File: src/verilog/orc_pkg.sv
// orc_pkg: constants, field layout and source codes for output routing
// assumes a 32-bit classic wishbone slave and one 250 MHz clock
package orc_pkg;
    localparam int unsigned ORC_DW = 32;
    localparam int unsigned ORC_AW = 8;
    localparam int unsigned ORC_NOUT = 5;
    localparam int unsigned ORC_SELW = 3;
    // byte offsets
    localparam logic [7:0] ORC_ADDR_CTRL = 8'h00;
    localparam logic [7:0] ORC_ADDR_HOST = 8'h04;
    localparam logic [7:0] ORC_ADDR_STAT = 8'h08;
    // control register fields
    localparam int unsigned ORC_OUT2_LSB = 6;
    localparam int unsigned ORC_OUT3_LSB = 9;
    localparam int unsigned ORC_OUT4_LSB = 12;
    localparam int unsigned ORC_OUT5_LSB = 15;
    localparam int unsigned ORC_OUT6_LSB = 18;
    localparam int unsigned ORC_GRP_LSB = 21;
    localparam int unsigned ORC_RSV_BIT = 23;
    localparam int unsigned ORC_HRL_LSB = 24;
    localparam int unsigned ORC_VRL_LSB = 28;
    localparam logic [31:0] ORC_CTRL_WMASK = 32'hFF7F_FFFF;
    localparam logic [31:0] ORC_CTRL_RST = 32'h0000_0000;
    // host bit register: bits 6..2 drive outputs 2..6
    localparam int unsigned ORC_HOST_LSB = 2;
    localparam logic [4:0] ORC_HOST_RST = 5'h00;
    // status register fields
    localparam int unsigned ORC_ST_H_LSB = 0;
    localparam int unsigned ORC_ST_V_LSB = 4;
    localparam int unsigned ORC_ST_G_LSB = 8;
    // frames per dma frame
    localparam logic [10:0] ORC_GRP_N0 = 11'd1;
    localparam logic [10:0] ORC_GRP_N1 = 11'd16;
    localparam logic [10:0] ORC_GRP_N2 = 11'd128;
    localparam logic [10:0] ORC_GRP_N3 = 11'd1024;
    localparam logic [3:0] ORC_RL_RST = 4'h0;
    localparam logic [9:0] ORC_GCNT_RST = 10'h000;

    typedef enum logic [2:0] {
        ORC_SRC_HOST = 3'b000,
        ORC_SRC_TAB0 = 3'b001,
        ORC_SRC_TAB1 = 3'b010,
        ORC_SRC_TAB2 = 3'b011,
        ORC_SRC_TAB3 = 3'b100,
        ORC_SRC_CLK = 3'b101,
        ORC_SRC_WAVE = 3'b110,
        ORC_SRC_RSV = 3'b111
    } orc_src_e;
endpackage

File: src/verilog/orc_route_if.sv
// orc_route_if: selectors and candidate sources for the output muxes
// assumes all sources are on the block clock
`timescale 1ns/100ps
interface orc_route_if;
    import orc_pkg::*;
    logic [ORC_NOUT*ORC_SELW-1:0] sel;
    logic [ORC_NOUT-1:0] host;
    logic [3:0] tab;
    logic int_clk;
    logic wave;
    modport src (output sel, output host, output tab, output int_clk, output wave);
    modport mux (input sel, input host, input tab, input int_clk, input wave);
endinterface

File: src/verilog/orc_ctrl.sv
// orc_ctrl: output routing, frame grouping and run-length reload control
// assumes classic wishbone master, sources and strobes on clk_i
//
// Function
// - output 2 selector bits 8..6
// - output 3 selector bits 11..9
// - output 4 selector bits 14..12
// - output 5 selector bits 17..15
// - output 6 selector bits 20..18
// - code zero drives host-written output bit
// - code 101b drives internal clock
// - code 110b drives internal waveform
// - bits 22..21 pick 1/16/128/1024 frames per group
// - one dma frame done per frame group
// - horizontal counter loads bits 27..24 on line enable
// - horizontal reload is entry index, not address
// - vertical counter loads bits 31..28 on frame enable
// - vertical reload is entry index, not address
`timescale 1ns/100ps
module orc_ctrl
    import orc_pkg::*;
(
    input wire logic clk_i,                 // 250 MHz clock
    input wire logic rst_i,                 // sync reset, high
    input wire logic ce_i,                  // clock enable, freezes state
    input wire logic wb_cyc_i,              // wishbone cycle
    input wire logic wb_stb_i,              // wishbone strobe
    input wire logic wb_we_i,               // wishbone write
    input wire logic [ORC_AW-1:0] wb_adr_i, // byte address
    input wire logic [3:0] wb_sel_i,        // byte enables
    input wire logic [ORC_DW-1:0] wb_dat_i, // write data
    output logic [ORC_DW-1:0] wb_dat_o,     // read data
    output logic wb_ack_o,                  // acknowledge
    input wire logic [3:0] table_output_i,  // control table outputs 0..3
    input wire logic int_clock_i,           // internal generated clock
    input wire logic waveform_i,            // internal generated waveform
    input wire logic camera_frame_i,        // camera frame done pulse
    input wire logic line_enable_i,         // line enable strobe
    input wire logic frame_enable_i,        // frame enable strobe
    input wire logic h_advance_i,           // horizontal entry step
    input wire logic v_advance_i,           // vertical entry step
    output logic [ORC_NOUT-1:0] general_output_o, // outputs 2..6
    output logic dma_frame_done_o,          // one pulse per frame group
    output logic [3:0] h_entry_o,           // horizontal run-length entry
    output logic [3:0] v_entry_o            // vertical run-length entry
);
    logic [31:0] ctrl_q;
    logic [ORC_NOUT-1:0] host_q;
    logic ack_q;
    logic [31:0] rdat_q;
    logic [9:0] gcnt_q;
    logic dma_q;
    logic [3:0] h_q;
    logic [3:0] v_q;
    logic req;
    logic wr_go;
    logic [31:0] bmask;
    logic [31:0] rd_mux;
    logic [10:0] grp_n;
    logic grp_last;

    orc_route_if rif ();

    assign req = wb_cyc_i && wb_stb_i;
    assign wr_go = req && wb_we_i && ack_q;
    assign bmask = {{8{wb_sel_i[3]}}, {8{wb_sel_i[2]}}, {8{wb_sel_i[1]}}, {8{wb_sel_i[0]}}};

    // one-wait-state ack, dropped the cycle after
    always_ff @(posedge clk_i) begin
        if (rst_i) begin
            ack_q <= 1'b0;
        end else if (ce_i) begin
            ack_q <= req && !ack_q;
        end
    end

    // writes land at the edge where ack is sampled
    always_ff @(posedge clk_i) begin
        if (rst_i) begin
            ctrl_q <= ORC_CTRL_RST;
        end else if (ce_i && wr_go && wb_adr_i == ORC_ADDR_CTRL) begin
            ctrl_q <= (ctrl_q & ~(bmask & ORC_CTRL_WMASK))
                | (wb_dat_i & bmask & ORC_CTRL_WMASK);
        end
    end

    always_ff @(posedge clk_i) begin
        if (rst_i) begin
            host_q <= ORC_HOST_RST;
        end else if (ce_i && wr_go && wb_adr_i == ORC_ADDR_HOST && wb_sel_i[0]) begin
            host_q <= wb_dat_i[ORC_HOST_LSB +: ORC_NOUT];
        end
    end

    always_comb begin
        rd_mux = 32'h0000_0000;
        case (wb_adr_i)
            ORC_ADDR_CTRL: rd_mux = ctrl_q;
            ORC_ADDR_HOST: rd_mux[ORC_HOST_LSB +: ORC_NOUT] = host_q;
            ORC_ADDR_STAT: begin
                rd_mux[ORC_ST_H_LSB +: 4] = h_q;
                rd_mux[ORC_ST_V_LSB +: 4] = v_q;
                rd_mux[ORC_ST_G_LSB +: 10] = gcnt_q;
            end
            default: rd_mux = 32'h0000_0000;
        endcase
    end

    always_ff @(posedge clk_i) begin
        if (rst_i) begin
            rdat_q <= 32'h0000_0000;
        end else if (ce_i && req && !ack_q) begin
            rdat_q <= rd_mux;
        end
    end

    assign wb_ack_o = ack_q;
    assign wb_dat_o = rdat_q;

    // selector fields into the mux carrier
    assign rif.sel = {ctrl_q[ORC_OUT6_LSB +: ORC_SELW],
                      ctrl_q[ORC_OUT5_LSB +: ORC_SELW],
                      ctrl_q[ORC_OUT4_LSB +: ORC_SELW],
                      ctrl_q[ORC_OUT3_LSB +: ORC_SELW],
                      ctrl_q[ORC_OUT2_LSB +: ORC_SELW]};
    assign rif.host = host_q;
    assign rif.tab = table_output_i;
    assign rif.int_clk = int_clock_i;
    assign rif.wave = waveform_i;

    // reserved code held low inside each mux
    genvar gi;
    generate
        for (gi = 0; gi < ORC_NOUT; gi++) begin : g_out
            orc_out_mux #(
                .IDX(gi)
            ) u_mux (
                .clk_i(clk_i),
                .rst_i(rst_i),
                .ce_i(ce_i),
                .rif(rif),
                .out_o(general_output_o[gi])
            );
        end
    endgenerate

    // frame grouping
    always_comb begin
        case (ctrl_q[ORC_GRP_LSB +: 2])
            2'h0: grp_n = ORC_GRP_N0;
            2'h1: grp_n = ORC_GRP_N1;
            2'h2: grp_n = ORC_GRP_N2;
            2'h3: grp_n = ORC_GRP_N3;
            default: grp_n = ORC_GRP_N0;
        endcase
    end

    // also closes a group left over-long by a smaller setting
    assign grp_last = ({1'b0, gcnt_q} + 11'd1) >= grp_n;

    always_ff @(posedge clk_i) begin
        if (rst_i) begin
            gcnt_q <= ORC_GCNT_RST;
        end else if (ce_i && camera_frame_i) begin
            gcnt_q <= grp_last ? ORC_GCNT_RST : gcnt_q + 10'd1;
        end
    end

    always_ff @(posedge clk_i) begin
        if (rst_i) begin
            dma_q <= 1'b0;
        end else if (ce_i) begin
            dma_q <= camera_frame_i && grp_last;
        end
    end

    assign dma_frame_done_o = dma_q;

    // run-length entry counters, reload has priority over step
    always_ff @(posedge clk_i) begin
        if (rst_i) begin
            h_q <= ORC_RL_RST;
        end else if (ce_i) begin
            if (line_enable_i) begin
                h_q <= ctrl_q[ORC_HRL_LSB +: 4];
            end else if (h_advance_i) begin
                h_q <= h_q + 4'h1;
            end
        end
    end

    always_ff @(posedge clk_i) begin
        if (rst_i) begin
            v_q <= ORC_RL_RST;
        end else if (ce_i) begin
            if (frame_enable_i) begin
                v_q <= ctrl_q[ORC_VRL_LSB +: 4];
            end else if (v_advance_i) begin
                v_q <= v_q + 4'h1;
            end
        end
    end

    assign h_entry_o = h_q;
    assign v_entry_o = v_q;
endmodule

File: src/verilog/orc_out_mux.sv
// orc_out_mux: one registered output steered by a 3-bit selector
// assumes selectors and sources arrive on clk_i
`timescale 1ns/100ps
module orc_out_mux
    import orc_pkg::*;
#(
    parameter int unsigned IDX = 0
) (
    input wire logic clk_i,    // block clock
    input wire logic rst_i,    // sync reset, high
    input wire logic ce_i,     // clock enable
    orc_route_if.mux rif,      // selectors and sources
    output logic out_o         // steered output
);
    orc_src_e sel;
    logic pick;
    logic out_q;

    assign sel = orc_src_e'(rif.sel[IDX*ORC_SELW +: ORC_SELW]);

    always_comb begin
        case (sel)
            ORC_SRC_HOST: pick = rif.host[IDX];
            ORC_SRC_TAB0: pick = rif.tab[0];
            ORC_SRC_TAB1: pick = rif.tab[1];
            ORC_SRC_TAB2: pick = rif.tab[2];
            ORC_SRC_TAB3: pick = rif.tab[3];
            ORC_SRC_CLK: pick = rif.int_clk;
            ORC_SRC_WAVE: pick = rif.wave;
            default: pick = 1'b0;
        endcase
    end

    always_ff @(posedge clk_i) begin
        if (rst_i) begin
            out_q <= 1'b0;
        end else if (ce_i) begin
            out_q <= pick;
        end
    end

    assign out_o = out_q;
endmodule

File: config.mk
export PLATFORM = sky130hd
export DESIGN_NAME = orc_ctrl
export DESIGN_NICKNAME = d
export VERILOG_FILES = /design/src/verilog/orc_pkg.sv /design/src/verilog/orc_route_if.sv /design/src/verilog/orc_ctrl.sv /design/src/verilog/orc_out_mux.sv
export SDC_FILE = /design/constraint.sdc
export NUM_CORES = 1
export LEC_CHECK = 0
export ABC_AREA = 1
export BUFFER_PORTS_ARGS = -buffer_cell sky130_fd_sc_hd__buf_2
export CELL_PAD_IN_SITES_DETAIL_PLACEMENT = 1
export CELL_PAD_IN_SITES_GLOBAL_PLACEMENT = 1
export CORE_ASPECT_RATIO = 0.9
export CORE_MARGIN = 2
export CORE_UTILIZATION = 41
export CTS_CLUSTER_SIZE = 30
export DETAILED_ROUTE_END_ITERATION = 8
export HOLD_SLACK_MARGIN = 0.05
export PLACE_DENSITY_LB_ADDON = 0.1
export SETUP_SLACK_MARGIN = 0.3
export SYNTH_ARGS = -nofsm -noshare
export SYNTH_HDL_FRONTEND = slang
export SYNTH_SLANG_ARGS = --single-unit
export TNS_END_PERCENT = 20
File: constraint.sdc
create_clock -name clk_i -period 4.4 [get_ports clk_i]
set_input_delay 0.66 -clock clk_i [delete_from_list [all_inputs] [get_ports clk_i]]
set_output_delay 0.66 -clock clk_i [all_outputs]
set_load 0.02 [all_outputs]
; ---- After elaboration in Yosys (flattened, before gate mapping)
; Index checks and enable logic that the tools add are counted.
[word_totals]
word_cells = 96
register_bits = 94
latch_bits = 0
rom_bits = 0
ram_bits = 0
input_bits = 61
mem_count = 0
output_inout_bits = 47
[op_classes]
bitwise_logic = 4
muxes = 15
n_reduce_logical = 24
div = 0
n_eq_ne = 35
multipliers = 0
add_sub_neg = 4
n_shift = 0
magnitude_cmp = 1
[op_table]
columns = cell, n
row1 = AND 32 bit, 2
row2 = "== test 3 bit, second input constant", 15
row3 = case mux 11 bit (4 select lines), 1
row4 = case mux 1 bit (7 select lines), 5
row5 = inverter 32 bit, 1
row6 = OR 32 bit, 1
row7 = "== test 3 x 2 -> 1 bit, second input constant", 10
row8 = case mux 11 bit (2 select lines), 1
row9 = two-way mux 4 bit, 4
row10 = "== test 3 x 1 -> 1 bit, second input constant", 5
row11 = zero test 3 bit, 5
row12 = case mux 5 bit (3 select lines), 1
row13 = two-way mux 14 bit, 1
row14 = logical AND 1 bit, 12
row15 = "adder 10 x 1 -> 11 bit, second input constant", 1
row16 = greater-or-equal comparator 11 bit, 1
row17 = "adder 10 x 1 -> 10 bit, second input constant", 1
row18 = two-way mux 10 bit, 1
row19 = "adder 4 x 1 -> 4 bit, second input constant", 2
row20 = "== test 8 x 3 -> 1 bit, second input constant", 1
row21 = "== test 8 x 4 -> 1 bit, second input constant", 1
row22 = zero test 8 bit, 1
row23 = "== test 2 bit, second input constant", 2
row24 = case mux 2 bit (2 select lines), 1
row25 = 5 further kinds, 7

; ---- Logic depth before layout (Yosys ltp)
[logic_depth]
word_depth = 6
mapped_depth = 19
mapped_depth_nobuf = 19

; ---- Hierarchy
; Synthesis repeated with hierarchy kept, for this count alone.
[unflattened]
cells_unflattened = 659
hier_area_um2 = 4470.5
[by_module_without_submodules]
columns = module, area_per_inst_um2, n_inst, cells_each, seq_area_each_um2
row1 = orc_ctrl, 3901.2, 1, 549, 1741.7
row2 = orc_out_mux, 113.9, 5, 22, 20.0

; ---- Worst setup path before layout
; Ideal clock, no wire load.
[synth_timing]
kind = register to register
start = reg gcnt_q[0]
end = reg gcnt_q[1]
path_stages_with_launch = 19
required_ps = 4283
path_slack_ps = 2296
period_less_slack_ps = 2104
arrival_time_ps = 1987
setup_time_ps = 117
path_buffers = 0
cell_sequence = dfxtp_1 -> ha_1 -> nand2_2 -> nor2_2 -> xor2_1 -> ha_1 -> nand2_1 -> nor2_1 -> nand2_1 -> nor2_1 -> nand2_1 -> nor2_1 -> nand2_1 -> nand2_1 -> inv_1 -> nand2_1 -> nand2_2 -> nand2_4 -> nor2_1
[synth_via]
elab_chain_cells = 3
elab_cells_between_ends = 4
classes_between = add/sub: 2 / order compare: 1 / mux: 1
[synth_lines]
columns = item, line_no
row1 = start: declaration, orc_ctrl.sv:51  ; logic [9:0] gcnt_q;
row2 = start signal: assignment, orc_ctrl.sv:165  ; gcnt_q <= grp_last ? ORC_GCNT_RST : gcnt_q + 10'd1;
row3 = adder 10 x 1 -> 11 bit, orc_ctrl.sv:159  ; assign grp_last = ({1'b0, gcnt_q} + 11'd1) >= grp_n;
row4 = greater-or-equal comparator 11 bit, orc_ctrl.sv:159
row5 = two-way mux 10 bit *, orc_ctrl.sv:165
; Every way passes the cells marked *; elsewhere a longest branch is shown, timed or not.
; A chain may end at the register's enable or synchronous reset.

; ---- Final worst setup path
[layout_timing]
start = reg gcnt_q[0]
end = reg gcnt_q[4]
; The elaborated chain is that of the path after synthesis.

==> metrics.txt <==
drt first pass iters=4; vias in the first global route=4475; Crit Path Category=reg2reg; post-CTS setup buffer count=0; crit-path cells=ha_1 -> nand2_2 -> nor2_2 -> xor2_1 -> ha_1 -> nand2_1 -> nor2_1 -> nand2_1 -> nor2_1 -> nand2_1 -> nor2_1 -> nand2_1 -> nand2_1 -> inv_1 -> nand2_1 -> nand2_2 -> nand2_4 -> nor2_1; # Max-Cap Violations=0; fraction of registers with async set or reset after synthesis=0%; Final min period=~2.5 ns; vias per inst=between 5 and 6; final setup fails=0; CTS tree=built; top post-synthesis cells by area=dfxtp_1, nand2_1, a21oi_1; period utilization=between 50% and 60%; max incr delay on CP=0.46 ns; Num CTS Buffers=9; Max Clock Skew=0.00908 ns; Setup TNS=0 ns; Slew HR=a little under two fifths; Netlist cell types=32; sum of buffers and inverters on the critical path=1; VDD IR max=approximately 230 uV; register area share after synthesis=just over 40%; Max clock buf depth=2; Worst-Skew Late Latency=~0.36 ns; dpl ws=approximately 1.6 ns; root buf cell=clkbuf_16; ANT cells=0; vias=4455; Required @ worst endpoint=about 4.6 ns; Die W=roughly 110 um; hold buffer count at cts=0; Largest delay share family, worst path=simple AND/OR/NAND/NOR gates; first-pass GRT wire length=~22 mm; max-slew violations=0; Setup WS post-layout=roughly 1.9 ns; I/O pin count=roughly 110; P per Cell Area=~340 nW/um^2; cts repair resizes=0; Mapped Area=4470 sq um; die height=about 100 um; Layout area overhead=18.9%; Initial Util=approximately two fifths; Die ar.=11700 sq um; # rows=36; share of layout cells above drive strength 1=between 15 and 20%; Synth Warn #=0; DR iter-0 viols=roughly 210; WL final=about 13 mm; design area=between 5000 and 6000 sq um; Pleak=about 2.4 nW; Avg Inst Size Synth=slightly above 7 sq um; CTS clk-pin slew, worst paths=~0.070 ns; slowest cell on the critical path=dfxtp_1; WP data arrival=~2.8 ns; EDFF count, synth=0; Worst Setup End Kind=flip-flop; H-Tree Depth=3; # DRC=0; DP Area=between 5000 and 6000 sq um; most used cell, CP=nand2_1; top_reg_cell synth=dfxtp_1; GRT overflow=0; GPL Wtd Cong=slightly above 0.8; Critical Path Start Type=flip-flop; min-delay worst type=reg2reg; Synth top cells by count=nand2_1, dfxtp_1, inv_1; Yosys top cell area share=41.2%; post-layout util=approximately half; Antenna Violating Nets Remaining=0; Fillers=approximately 1400; initial antenna violation count=0; clock sinks=92; largest net degree at the start of global routing=36; Core Area=about 11000 sq um; count leader, synth=nand2_1; Routed WL per cell=about 16 um; DP HPWL=between 10 and 15 mm; Post-Syn Nets=701; final hold violations=0; post-synthesis cell count=633; worst slew pin tran=around 0.94 ns; RSZ-0062 raised after global routing=false; fmax=a little under 0.4 GHz; overall routing resource usage=23.7%; dominant cell type by area after synthesis=dfxtp_1; critical-path maximum fanout=10; Final Net Count=790; status=completed; synthesized flop and latch total=92; Buffers on Ports=105
## worst reg2reg max path: stages, from the launching register on
cell and delay (ns):
dfxtp_1 0.46, ha_1 0.26, nand2_2 0.08, nor2_2 0.16, xor2_1 0.25, ha_1 0.22
nand2_1 0.06, nor2_1 0.10, nand2_1 0.05, nor2_1 0.09, nand2_1 0.05, nor2_1 0.10
nand2_1 0.06, nand2_1 0.05, inv_1 0.04, nand2_1 0.07, nand2_2 0.08, nand2_4 0.15
nor2_1 0.06
## cell type report
type	count	area (sq um)	share of cell area [%]
flip-flops and latches	92	1840	34.7
multi-input cells	428	2160	40.6
well taps	133	166	3.14
repair buffers	107	541	10.2
clock buffers	10	239	4.50
inverters	84	315	5.94
clock inverters	6	48.8	0.919
## report_power, final
part | internal, W | switching, W | total [W]
registers | 0.000846 | 0.0000164 | 0.000863
clock network | 0.000402 | 0.000351 | 0.000753
logic | 0.0000599 | 0.000113 | 0.000173
## metrics by stage
stage,hold WS [ns],total power [W],std cells
after floorplan,0.437,0.000987,633
after global placement,0.449,0.00105,844
after detailed placement,0.454,0.00105,844
after CTS,0.465,0.00181,860
after global routing,0.493,0.00187,860
final,0.461,0.00179,860
## layout by cell type (no fill, tap or decap)
cell type | netlist | final
nand3_4 | 1 | 1
clkinvlp_4 | 0 | 3
nand2_4 | 1 | 1
nand2_2 | 3 | 3
nand3_2 | 2 | 2
nor3_1 | 1 | 1
nor4_4 | 3 | 3
clkinv_4 | 0 | 2
nand3_1 | 27 | 27
xor2_1 | 6 | 6
nor2_4 | 1 | 1
ha_1 | 7 | 7
inv_2 | 4 | 4
nor2_8 | 1 | 1
dfxtp_1 | 92 | 92
a211oi_2 | 2 | 2
nor2_1 | 48 | 48
buf_4 | 8 | 2
conb_1 | 1 | 1
or2_2 | 1 | 1
a211oi_1 | 6 | 6
o211ai_1 | 7 | 7
nand2_1 | 139 | 139
inv_6 | 0 | 1
buf_2 | 5 | 105
a21oi_1 | 79 | 79
o221ai_1 | 3 | 3
nor2_2 | 2 | 2
nand4_1 | 4 | 4
clkbuf_16 | 0 | 9
or2_4 | 1 | 1
o21ai_0 | 77 | 77
clkbuf_8 | 0 | 1
inv_1 | 80 | 80
o21ai_1 | 5 | 5
## routing by layer
layer	global-route usage, %	up-vias	wire (um)
met3	6.35	13	722
met5	0	-	0
li1	-	2232	-
met2	41.3	76	6620
met4	5.53	0	139
met1	29.6	2134	5980
## cells by family (layout without fill, tap and decap cells)
kind of cell,after synthesis,in the layout,share of synthesized area [%]
and+or+nand+nor,235,235,23.7
DFF,92,92,41.2
other,1,1,0.0840
buffers and inverters,113,207,10.5
AOI/OAI and AO/OA,179,179,21.4
adders and majority gates,7,7,1.96
xor gates and xnor gates,6,6,1.18
## final timing paths
| check | slack, ns | end | start | cells past startpoint |
|---|---|---|---|---|
| setup reg to reg | 1.88 | gcnt_q[4]$_SDFFE_PP0P_ | gcnt_q[0]$_SDFFE_PP0P_ | 18 |
| hold / removal | 0.46 | wb_dat_o[29]$_SDFFE_PP0P_ | wb_dat_o[29]$_SDFFE_PP0P_ | 2 |
| hold reg to reg | 0.46 | wb_dat_o[29]$_SDFFE_PP0P_ | wb_dat_o[29]$_SDFFE_PP0P_ | 2 |
| setup / recovery | 1.88 | gcnt_q[4]$_SDFFE_PP0P_ | gcnt_q[0]$_SDFFE_PP0P_ | 18 |
Power figures use the tool's default switching activity.
